`config.mk`:
```
export PLATFORM = sky130hd
export DESIGN_NAME = sfc_shared_fifo
export DESIGN_NICKNAME = d
export VERILOG_FILES = /design/src/hw/sfc_async_fifo.v /design/src/hw/sfc_link_sync.v /design/src/hw/sfc_shared_fifo.v
export VERILOG_INCLUDE_DIRS = /design/src /design/src/hw
export SDC_FILE = /design/constraint.sdc
export NUM_CORES = 1
export LEC_CHECK = 0
export BUFFER_PORTS_ARGS = -buffer_cell sky130_fd_sc_hd__buf_2
export CAP_MARGIN = 20
export CORE_MARGIN = 10
export CORE_UTILIZATION = 65
export CTS_BUF_LIST = sky130_fd_sc_hd__clkbuf_4 sky130_fd_sc_hd__clkbuf_8
export DETAILED_ROUTE_END_ITERATION = 6
export PLACE_DENSITY_LB_ADDON = 0.15
export SKIP_LAST_GASP = 1
export SLEW_MARGIN = 15
export SYNTH_ARGS = -nofsm -noshare
export SYNTH_HDL_FRONTEND = slang
export SYNTH_HIERARCHICAL = 1
export SYNTH_SLANG_ARGS = --single-unit
```
`constraint.sdc`:
```
create_clock -name clk_sys -period 11.2 [get_ports clk_sys]
set_clock_uncertainty 0.2 [all_clocks]
set_input_delay 1.68 -clock clk_sys [delete_from_list [all_inputs] [get_ports clk_sys]]
set_output_delay 1.68 -clock clk_sys [all_outputs]
set_load 0.03 [all_outputs]
```
`src/hw/sfc_consts.vh`:
```
// Constants for the shared dual-clock FIFO block.
// Included by the top design file, the checker and the test bench; holds definitions and nothing else.
`ifndef SFC_CONSTS_VH
`define SFC_CONSTS_VH

// Widths and limits
`define SFC_DATA_W 32
`define SFC_FIFO_AW 5
`define SFC_MAX_DATA_W 32
`define SFC_MAX_ADDR_W 24
`define SFC_REG_AW 8

// Register offsets
`define SFC_OFF_CTRL 8'h00
`define SFC_OFF_STATUS 8'h04
`define SFC_OFF_ERR 8'h08
`define SFC_OFF_WRCOUNT 8'h0C
`define SFC_OFF_RDCOUNT 8'h10
`define SFC_OFF_PARAMS 8'h14

// Sharing modes, control field
`define SFC_MODE_PAIR 2'h0
`define SFC_MODE_WRHALF 2'h1
`define SFC_MODE_RDHALF 2'h2
`define SFC_MODE_BAD 2'h3
`define SFC_CTRL_MODE_LSB 0
`define SFC_CTRL_MODE_MSB 1
`define SFC_CTRL_RESET 2'h0

// Status fields
`define SFC_ST_EMPTY 0
`define SFC_ST_FULL 1
`define SFC_ST_MODE_LSB 2
`define SFC_ST_MODE_MSB 3

// Dropped-access flags
`define SFC_ERR_WRDROP 0
`define SFC_ERR_RDDROP 1
`define SFC_ERR_RESET 2'h0

`endif

```
`src/hw/sfc_async_fifo.v`:
```
// Dual-clock FIFO in a registered-read memory array, gray-coded pointer crossing.
// Assumes each reset is synchronous to its own clock; holds two to the power AW words in memory plus one in the output stage.
`timescale 1ns/1ps
module sfc_async_fifo #(
    parameter DW = 32,
    parameter AW = 5
) (
    input wire wrClk,
    input wire wrRst,
    input wire wrValid,
    input wire [DW-1:0] wrData,
    output wire wrReady,
    output wire [AW:0] wrCount,
    input wire rdClk,
    input wire rdRst,
    output wire rdValid,
    output wire [DW-1:0] rdData,
    input wire rdReady,
    output wire [AW:0] rdCount
);
    localparam [AW:0] DEPTH = {1'b1, {AW{1'b0}}};
    localparam [AW:0] ONE = {{AW{1'b0}}, 1'b1};

    function [AW:0] grayToBin;
        input [AW:0] g;
        integer i;
        begin
            grayToBin[AW] = g[AW];
            for (i = AW - 1; i >= 0; i = i - 1) begin
                grayToBin[i] = grayToBin[i + 1] ^ g[i];
            end
        end
    endfunction

    // Block memory, registered read only
    reg [DW-1:0] mem [0:(1<<AW)-1];

    // Write domain
    reg [AW:0] wrBin_q;
    reg [AW:0] wrGray_q;
    reg [AW:0] rdGrayS1_q;
    reg [AW:0] rdGrayS2_q;
    reg [AW:0] rdGray_q;
    wire [AW:0] rdBinW = grayToBin(rdGrayS2_q);
    wire [AW:0] wrUsed = wrBin_q - rdBinW;
    wire wrFire = wrValid && wrReady;
    wire [AW:0] wrBin_d = wrBin_q + ONE;

    assign wrReady = (wrUsed != DEPTH);
    assign wrCount = wrUsed;

    always @(posedge wrClk) begin
        if (wrFire) begin
            mem[wrBin_q[AW-1:0]] <= wrData;
        end
    end

    always @(posedge wrClk) begin
        if (wrRst) begin
            wrBin_q <= {(AW+1){1'b0}};
            wrGray_q <= {(AW+1){1'b0}};
            rdGrayS1_q <= {(AW+1){1'b0}};
            rdGrayS2_q <= {(AW+1){1'b0}};
        end else begin
            rdGrayS1_q <= rdGray_q;
            rdGrayS2_q <= rdGrayS1_q;
            if (wrFire) begin
                wrBin_q <= wrBin_d;
                wrGray_q <= wrBin_d ^ (wrBin_d >> 1);
            end
        end
    end

    // Read domain with one output stage
    reg [AW:0] rdBin_q;
    reg [AW:0] wrGrayS1_q;
    reg [AW:0] wrGrayS2_q;
    reg outValid_q;
    reg [DW-1:0] outData_q;
    wire [AW:0] wrBinR = grayToBin(wrGrayS2_q);
    wire memHas = (wrBinR != rdBin_q);
    wire load = memHas && (!outValid_q || rdReady);
    wire [AW:0] rdBin_d = rdBin_q + ONE;

    assign rdValid = outValid_q;
    assign rdData = outData_q;
    assign rdCount = wrBinR - rdBin_q;

    always @(posedge rdClk) begin
        if (load) begin
            outData_q <= mem[rdBin_q[AW-1:0]];
        end
    end

    always @(posedge rdClk) begin
        if (rdRst) begin
            rdBin_q <= {(AW+1){1'b0}};
            rdGray_q <= {(AW+1){1'b0}};
            wrGrayS1_q <= {(AW+1){1'b0}};
            wrGrayS2_q <= {(AW+1){1'b0}};
            outValid_q <= 1'b0;
        end else begin
            wrGrayS1_q <= wrGray_q;
            wrGrayS2_q <= wrGrayS1_q;
            if (load) begin
                rdBin_q <= rdBin_d;
                rdGray_q <= rdBin_d ^ (rdBin_d >> 1);
                outValid_q <= 1'b1;
            end else if (rdReady) begin
                outValid_q <= 1'b0;
            end
        end
    end
endmodule // sfc_async_fifo

```
`src/hw/sfc_link_sync.v`:
```
// Two-stage synchroniser for the host link pins and rising-edge finder for its clock.
// Assumes the host holds request and data steady around its rising link clock edge.
`timescale 1ns/1ps
module sfc_link_sync #(
    parameter DW = 32
) (
    input wire clk_sys,
    input wire rst,
    input wire linkClk,
    input wire linkWrReq,
    input wire linkRdReq,
    input wire [DW-1:0] linkWrData,
    output wire linkRise,
    output wire wrReq,
    output wire rdReq,
    output wire [DW-1:0] wrData
);
    localparam SW = DW + 3;

    reg [SW-1:0] s1_q;
    reg [SW-1:0] s2_q;
    reg clkPrev_q;

    // Only the second stage reads the first
    always @(posedge clk_sys) begin
        if (rst) begin
            s1_q <= {SW{1'b0}};
            s2_q <= {SW{1'b0}};
            clkPrev_q <= 1'b0;
        end else begin
            s1_q <= {linkWrData, linkRdReq, linkWrReq, linkClk};
            s2_q <= s1_q;
            clkPrev_q <= s2_q[0];
        end
    end

    assign linkRise = s2_q[0] && !clkPrev_q;
    assign wrReq = s2_q[1];
    assign rdReq = s2_q[2];
    assign wrData = s2_q[SW-1:3];
endmodule // sfc_link_sync

```
`src/hw/sfc_shared_fifo.v`:
```
// Shared FIFO top: user stream ports, host link half, plain register port.
// Assumes one system clock; host link pins come from another clock domain.
// Functional notes
// - The buffer is a FIFO with separate write and read clock ports, safe across domains.
// - Storage sits in a registered-read block memory array only.
// - In pair mode one clock drives both the write and the read clock port.
// - In pair mode both sides belong to user logic and the host has no control.
// - In write-half mode user logic writes and the host link drains words.
// - In read-half mode the host link writes and user logic consumes words.
// - Words written by the host enter the buffer in the order written and leave unchanged.
// - Empty, full and both counts seen by the host never claim more room or data than exist.
// - The data port is no wider than 32 bits.
// - The buffer address is no wider than 24 bits.
`timescale 1ns/1ps
`include "sfc_consts.vh"
module sfc_shared_fifo #(
    parameter DW = `SFC_DATA_W,
    parameter AW = `SFC_FIFO_AW
) (
    input wire clk_sys,
    input wire rst,
    input wire [`SFC_REG_AW-1:0] regAddr,
    input wire [31:0] regWrData,
    input wire regWr,
    input wire regRd,
    output wire [31:0] regRdData,
    input wire usrWrValid,
    input wire [DW-1:0] usrWrData,
    output wire usrWrReady,
    output wire usrRdValid,
    output wire [DW-1:0] usrRdData,
    input wire usrRdReady,
    input wire linkClk,
    input wire linkWrReq,
    input wire [DW-1:0] linkWrData,
    input wire linkRdReq,
    output wire [DW-1:0] linkRdData,
    output wire linkEmpty,
    output wire linkFull
);
    // Control and status registers
    reg [1:0] mode_q;
    reg [1:0] err_q;
    reg [31:0] rdData_q;
    reg [DW-1:0] linkRdData_q;
    reg linkEmpty_q;
    reg linkFull_q;

    // Link side after synchronising
    wire linkRise;
    wire linkWrReqS;
    wire linkRdReqS;
    wire [DW-1:0] linkWrDataS;

    // FIFO ports
    reg fifoWrValid;
    reg [DW-1:0] fifoWrData;
    reg fifoRdReady;
    wire fifoWrReady;
    wire fifoRdValid;
    wire [DW-1:0] fifoRdData;
    wire [AW:0] wrCount;
    wire [AW:0] rdCount;

    // Mode decode
    wire isWrHalf = (mode_q == `SFC_MODE_WRHALF);
    wire isRdHalf = (mode_q == `SFC_MODE_RDHALF);
    wire hostWrites = isRdHalf;
    wire hostReads = isWrHalf;

    // Host link events, one per rising link clock edge
    wire linkPush = linkRise && linkWrReqS && hostWrites;
    wire linkPop = linkRise && linkRdReqS && hostReads;
    wire linkPushDrop = linkPush && !fifoWrReady;
    wire linkPopDrop = linkPop && !fifoRdValid;

    sfc_link_sync #(
        .DW(DW)
    ) uLinkSync (
        .clk_sys(clk_sys),
        .rst(rst),
        .linkClk(linkClk),
        .linkWrReq(linkWrReq),
        .linkRdReq(linkRdReq),
        .linkWrData(linkWrData),
        .linkRise(linkRise),
        .wrReq(linkWrReqS),
        .rdReq(linkRdReqS),
        .wrData(linkWrDataS)
    );

    // Write side source selection
    always @* begin
        fifoWrValid = 1'b0;
        fifoWrData = usrWrData;
        if (hostWrites) begin
            fifoWrValid = linkPush;
            fifoWrData = linkWrDataS;
        end else begin
            fifoWrValid = usrWrValid;
        end
    end

    // Read side sink selection
    always @* begin
        fifoRdReady = 1'b0;
        if (hostReads) begin
            fifoRdReady = linkPop;
        end else begin
            fifoRdReady = usrRdReady;
        end
    end

    // User handshakes gated by mode, read data is not; host has no say in pair mode
    assign usrWrReady = fifoWrReady && !hostWrites;
    assign usrRdValid = fifoRdValid && !hostReads;
    assign usrRdData = fifoRdData;

    // Same clock on both FIFO clock ports
    sfc_async_fifo #(
        .DW(DW),
        .AW(AW)
    ) uFifo (
        .wrClk(clk_sys),
        .wrRst(rst),
        .wrValid(fifoWrValid),
        .wrData(fifoWrData),
        .wrReady(fifoWrReady),
        .wrCount(wrCount),
        .rdClk(clk_sys),
        .rdRst(rst),
        .rdValid(fifoRdValid),
        .rdData(fifoRdData),
        .rdReady(fifoRdReady),
        .rdCount(rdCount)
    );

    // Host link outputs: read data, empty and full flags
    always @(posedge clk_sys) begin
        if (rst) begin
            linkRdData_q <= {DW{1'b0}};
            linkEmpty_q <= 1'b1;
            linkFull_q <= 1'b0;
        end else begin
            if (linkPop && fifoRdValid) begin
                linkRdData_q <= fifoRdData;
            end
            linkEmpty_q <= !fifoRdValid || linkPop;
            linkFull_q <= !fifoWrReady || linkPush;
        end
    end

    assign linkRdData = linkRdData_q;
    assign linkEmpty = linkEmpty_q;
    assign linkFull = linkFull_q;

    // Register writes; a new drop wins over a clear
    always @(posedge clk_sys) begin
        if (rst) begin
            mode_q <= `SFC_CTRL_RESET;
            err_q <= `SFC_ERR_RESET;
        end else begin
            if (regWr && regAddr == `SFC_OFF_CTRL &&
                regWrData[`SFC_CTRL_MODE_MSB:`SFC_CTRL_MODE_LSB] != `SFC_MODE_BAD) begin
                mode_q <= regWrData[`SFC_CTRL_MODE_MSB:`SFC_CTRL_MODE_LSB];
            end
            err_q[`SFC_ERR_WRDROP] <= linkPushDrop || (err_q[`SFC_ERR_WRDROP] &&
                !(regWr && regAddr == `SFC_OFF_ERR && regWrData[`SFC_ERR_WRDROP]));
            err_q[`SFC_ERR_RDDROP] <= linkPopDrop || (err_q[`SFC_ERR_RDDROP] &&
                !(regWr && regAddr == `SFC_OFF_ERR && regWrData[`SFC_ERR_RDDROP]));
        end
    end

    // Register reads, data in the following cycle only
    reg [31:0] rdSel;
    always @* begin
        rdSel = 32'h00000000;
        case (regAddr)
            `SFC_OFF_CTRL: begin
                rdSel[`SFC_CTRL_MODE_MSB:`SFC_CTRL_MODE_LSB] = mode_q;
            end
            `SFC_OFF_STATUS: begin
                rdSel[`SFC_ST_EMPTY] = !fifoRdValid;
                rdSel[`SFC_ST_FULL] = !fifoWrReady;
                rdSel[`SFC_ST_MODE_MSB:`SFC_ST_MODE_LSB] = mode_q;
            end
            `SFC_OFF_ERR: begin
                rdSel[1:0] = err_q;
            end
            `SFC_OFF_WRCOUNT: begin
                rdSel[AW:0] = wrCount;
            end
            `SFC_OFF_RDCOUNT: begin
                rdSel[AW:0] = rdCount;
            end
            `SFC_OFF_PARAMS: begin
                rdSel[7:0] = DW[7:0];
                rdSel[15:8] = AW[7:0];
            end
            default: begin
                rdSel = 32'h00000000;
            end
        endcase
    end

    always @(posedge clk_sys) begin
        if (rst) begin
            rdData_q <= 32'h00000000;
        end else if (regRd) begin
            rdData_q <= rdSel;
        end else begin
            rdData_q <= 32'h00000000;
        end
    end

    assign regRdData = rdData_q;
endmodule // sfc_shared_fifo

```
Word level (Yosys, flattened, before mapping)
Memories as Yosys holds them, arrays and structs flattened. A register that Yosys moved wholly into a read port is not among the register bits.
Cells that the tools add are included.
- bits in registers: 190
- bits in writable memories: 1024
- input port bits: 113
- output and inout port bits: 100
- logic and storage cells: 92
- memories: 1
- add/subtract/negate cells: 4
- equal/unequal tests: 10
- multiplexer cells: 11
- bitwise operators: 13
- reduce and logical (&&, ||, !) cells: 34
- memory list (memory ; words ; width ; read ports ; clocked after memory_dff ; wr ports ; line ; RTL):
    uFifo.mem ; 32 ; 32 ; 1 ; 1 ; 1 ; sfc_async_fifo.v:36 ; reg [DW-1:0] mem [0:(1<<AW)-1];
- operators by type and width (operator ; count):
    $mux W32 ; 1
    $logic_and A1 B1 Y1 ; 19
    $eq A8 B4 Y1 const B ; 2
    $eq A8 B5 Y1 const B ; 2
    $add A6 B1 Y6 const B ; 2
    $pmux W2 S3 ; 2
    $sub A6 B6 Y6 ; 2
    $xor A6 B5 Y6 ; 2
    $pmux W2 S5 ; 1
    $xor A1 B1 Y1 ; 10
    $eq A8 B3 Y1 const B ; 1
    $logic_not A8 Y1 ; 1
    $logic_not A1 Y1 ; 7
    $mux W1 ; 6
    $ne A6 B6 Y1 ; 1
    $ne A6 B6 Y1 const B ; 1
    $logic_or A1 B1 Y1 ; 5
    $mux W5 ; 1
    $eq A2 B1 Y1 const B ; 1
    $eq A2 B2 Y1 const B ; 1
    $ne A2 B2 Y1 const B ; 1
    $reduce_bool A2 Y1 ; 1
    $reduce_or A2 Y1 ; 1
    $not A1 Y1 ; 1

Longest topological paths before layout
- word-level depth: 10
- mapped depth: 16
- gate-level depth less buffers: 16

By module
The synthesis kept the hierarchy.
- by module, submodules not included (module ; times used ; cells each ; area each (sq um) ; seq. area each (sq um)):
    sfc_async_fifo ; 1 ; 1854 ; 42186.7 ; 32651.3
    sfc_shared_fifo ; 1 ; 299 ; 2533.7 ; 900.9
    sfc_link_sync ; 1 ; 182 ; 2147.1 ; 1421.4

Worst setup path before layout
OpenSTA, ideal clock, no wires.
- path type: reg2out
- from: reg uFifo.rdGrayS2_q[5]
- to: out usrWrReady
- data arrival time: 3.286 ns
- data required time: 9.320 ns
- slack: 6.034 ns
- cell stages (with the launch flop): 15
- path buffers: 0
- cells stage by stage: dfxtp_1 xnor2_1 xor2_1 xor2_1 xor2_1 xnor2_1 ha_1 inv_1 fa_1 a21o_1 a21oi_1 xor2_1 o2111a_2 inv_2 nor2b_1
- word-level cells in the longest chain between the ends: 8
- ends and longest elaborated chain (what ; line ; RTL):
    start, declared ; sfc_async_fifo.v:42 ; reg [AW:0] rdGrayS2_q;
    start signal, assigned ; sfc_async_fifo.v:63 ; rdGrayS2_q <= {(AW+1){1'b0}};
    start signal, assigned ; sfc_async_fifo.v:66 ; rdGrayS2_q <= rdGrayS1_q;
    $xor A1 B1 Y1 (5 in a row) ; sfc_async_fifo.v:30 ; grayToBin[i] = grayToBin[i + 1] ^ g[i];
    $sub A6 B6 Y6 * ; sfc_async_fifo.v:45 ; wire [AW:0] wrUsed = wrBin_q - rdBinW;
    $ne A6 B6 Y1 * ; sfc_async_fifo.v:49 ; assign wrReady = (wrUsed != DEPTH);
    via fifoWrReady ; sfc_shared_fifo.v:59 ; wire fifoWrReady;
    $logic_and A1 B1 Y1 * ; sfc_shared_fifo.v:115 ; assign usrWrReady = fifoWrReady && !hostWrites;
    end, declared ; sfc_shared_fifo.v:29 ; output wire usrWrReady,
The timed path passes the listed nets; every way through them passes the cells marked *.

Worst setup path after layout
Same ends and word-level chain as after synthesis.

==> impl_metrics.yaml <==
critical_path:
  cp-end-kind: "output port"
  crit_path_cell_trace: "xnor2_1, xor2_1, xor2_1, xor2_1, xnor2_1, ha_1, inv_1, fa_1, a21o_1, a21oi_1, xor2_1, o2111a_2, inv_2, nor2b_1, buf_2"
  crit_top_cell: "xor2_1"
  worstPathMaxFanout: 13
  crit_arrival_ps: 4740
  start_kind: "flip-flop"
  required_ps: 9320
  crit_type: "flip-flop to output port"
  cp_slowest_cell: "fa_1"
  critPathMaxStageDelay_ps: 430
job:
  cap_violations: 0
sta:
  setup_tns_ps: 0
  rsz0062_at_grt: "false"
  fmax_ghz: 0.151
  hold_viol_final: 0
  max-slew-margin-rel_pct: 21.4
  drv_slew: 0
  setup_viol: 0
  fin_crit_sh_pct: 59.1
  fin_crit_ps: 6620
  tightest_slew_ps: 1180
global_routing:
  grt_start_max_net_pins: 139
  track_usage_pct: 24.9
  first_global_vias: 24000
  grt_pass1_wl_um: 152000
  antenna_found_initial: 5
  gr-total-overflow: 0
layout:
  finalNetCount: 2700
  regArea_mm2: 0.0350
  drive_gt1_share_pct: 33.5
  syn_to_final_growth_pct: 11.4
  final_common_cell: "edfxtp_1"
  final_cell_mix: "edfxtp_1, mux4_2, clkbuf_8"
  multi_input_area_mm2: 0.0111
  fill_cells: 4091
clocking:
  postCtsResizedCells: 0
  cts.path.max_buffers: 3
  clk_latency_ps: 830
  clock_sinks: 1219
  cts_tree: "built"
  path_clk_slew_ps: 60
  cts_buffers: 183
  cts-root-buf: "clkbuf_8"
  postCtsSetupBuffers: 0
  ctsHoldBuffers: 0
  cts_htree_levels: 4
yosys:
  syn_inst: 2335
  ys.flop_type: "edfxtp_1"
  ys_seq_area_share_pct: 74.6
  muxShareOfSynthArea_pct: 16.3
  synth_area_mm2: 0.0469
  synth_compound_area_share_pct: 1.50
  synth_seq_cells: 1219
  synthSimpleGateAreaFrac_pct: 3.93
  synth_edf_count: 1056
  synthDistinctLibCells: 61
  synth.avg_cell_area_um2: 20.1
  synth-adder-area-share_pct: 0.486
  synth_xor_area_share_pct: 0.764
  synth_top_family_by_area: "multiplexers"
  ys_warn_count: 6
  ys_async_sr_fraction_pct: 0
place:
  numPortBuffers: 158
  gp_congestion: 0.826
  dp_hpwl_um: 57300
pwr:
  total_power_mw: 11.2
  p_per_area_mw_per_mm2: 214
  p_leak_nw: 17.0
  vdd_drop_max_v: 0.000217
floorplan:
  design.core.area_mm2: 0.0715
  die_y_um: 289
  dieArea_mm2: 0.0832
  num_rows: 98
  initial_utilization_pct: 65.6
  die_w_um: 289
  io_pins: 213
drt:
  drt_pass1_iterations: 5
  routedWlPerCell_um: 27.7
  vias: 23200
  drtIter0Drc: 2367
  antenna_left: 0
  wirelength_um: 102000
  drc: 0
  viasPerCell: 6.31
status:
  outcome: "completed"
hold_path:
  min_path_type: "flip-flop to flip-flop"
[cells by family (layout without fill, tap and decap cells)]
logic type               count (synthesis)  in the layout
adder cells (fa/ha/maj)                 17             17
AND/OR/NAND/NOR                        363            363
other                                    1             26
AO/OA/AOI/OAI                          125            125
flip-flops                            1219           1219
multiplexers                           361            361
buffers and inverters                  209            572
XOR/XNOR                                40             40
[sequential cells by signal, summed over array words and instances, names as in the netlist]
register / cells
uFifo/wrGrayS2_q: 6
linkEmpty: 1
linkFull: 1
regRdData: 7
uFifo/wrBin_q: 6
uFifo/rdGrayS2_q: 6
uFifo/rdData: 32
uLinkSync/s2_q: 35
linkRdData: 32
mode_q: 2
uFifo/rdGray_q: 6
err_q: 2
uFifo/wrGray_q: 5
uLinkSync/s1_q: 35
uFifo/wrGrayS1_q: 6
uFifo/mem: 1024
uFifo/rdGrayS1_q: 6
uLinkSync/clkPrev_q: 1
uFifo/rdBin_q: 5
uFifo/rdValid: 1
[metal layers]
metal	global-route usage (%)	up-vias	routed length (um)	part of all wire (%)
met5	0	-	32	0.031
met2	39.6	1067	50400	50
met4	8.35	4	2450	2.4
met1	33.9	12200	39500	39
met3	6.26	178	9270	9.1
li1	-	9766	-	-
[cell usage after synthesis (6+ instances only)]
master    count  area share [%]
a211oi_1      6           0.096
a21oi_1      54            0.58
buf_1         7           0.056
buf_2        45            0.48
buf_4        63             1.0
clkbuf_1     63            0.50
dfxtp_1     163             7.0
edfxtp_1   1056              68
ha_1         15            0.40
inv_1        24            0.19
mux2_2       36            0.86
mux4_2      320              15
nand2_1     114            0.91
nand3_1      48            0.51
nand3b_1      6           0.096
nor2_1       51            0.41
nor2b_1     103             1.4
nor3_1        6           0.064
o21ai_0      44            0.47
xnor2_1      23            0.43
xor2_1       16            0.30
[area by class of cell]
type | instances | share of cell area [%]
multi-input combinational | 930 | 21.3
clock buffer | 271 | 6.20
timing repair buffer | 209 | 2.38
antenna | 2 | 0.00958
tap | 950 | 2.28
clock inverter | 65 | 0.644
sequential | 1219 | 67.0
inverter | 27 | 0.199
[power by group]
group | leakage [nW] | internal, mW | switching [mW]
logic | 4.25 | 1.10 | 1.30
clock network | 1.90 | 1.85 | 1.63
registers | 10.9 | 5.16 | 0.126
total | 17.0 | 8.11 | 3.06
[metrics by stage]
stage / cells / hold WS, ps / area [um2] / util (%) / setup slack (ps)
4_1_cts: 3670 / 232 / 52200 / 73.0 / 4530
2_1_floorplan: 2358 / 214 / 47000 / - / 6030
6_report: 3673 / 230 / 52200 / 73.1 / 4580
5_1_grt: 3672 / 239 / 52200 / 73.1 / 4260
3_3_place_gp: 3333 / 216 / 48600 / 68.0 / 5390
3_5_place_dp: 3334 / 225 / 48600 / 68.0 / 5140
[worst max-delay path, delay by kind of cell (launching register included)]
family | cells | cell delay [ps]
xor gates and xnor gates | 6 | 1610
AOI/OAI and AO/OA | 3 | 720
adders and majority gates | 2 | 640
buffers and inverters | 3 | 450
DFF | 1 | 340
and+or+nand+nor | 1 | 180
[final timing paths]
kind	cells after the start	end	start	slack (ps)
max	15	usrWrReady	uFifo/rdGrayS2_q[5]$_SDFF_PP0_	4580
min	1	uLinkSync/s2_q[31]$_SDFF_PP0_	uLinkSync/s1_q[31]$_SDFF_PP0_	230
max reg2reg	16	uFifo/mem[25][20]$_DFFE_PP_	uFifo/rdGrayS2_q[5]$_SDFF_PP0_	5100
min reg2reg	1	uLinkSync/s2_q[31]$_SDFF_PP0_	uLinkSync/s1_q[31]$_SDFF_PP0_	230
Power figures use the tool's default switching activity.
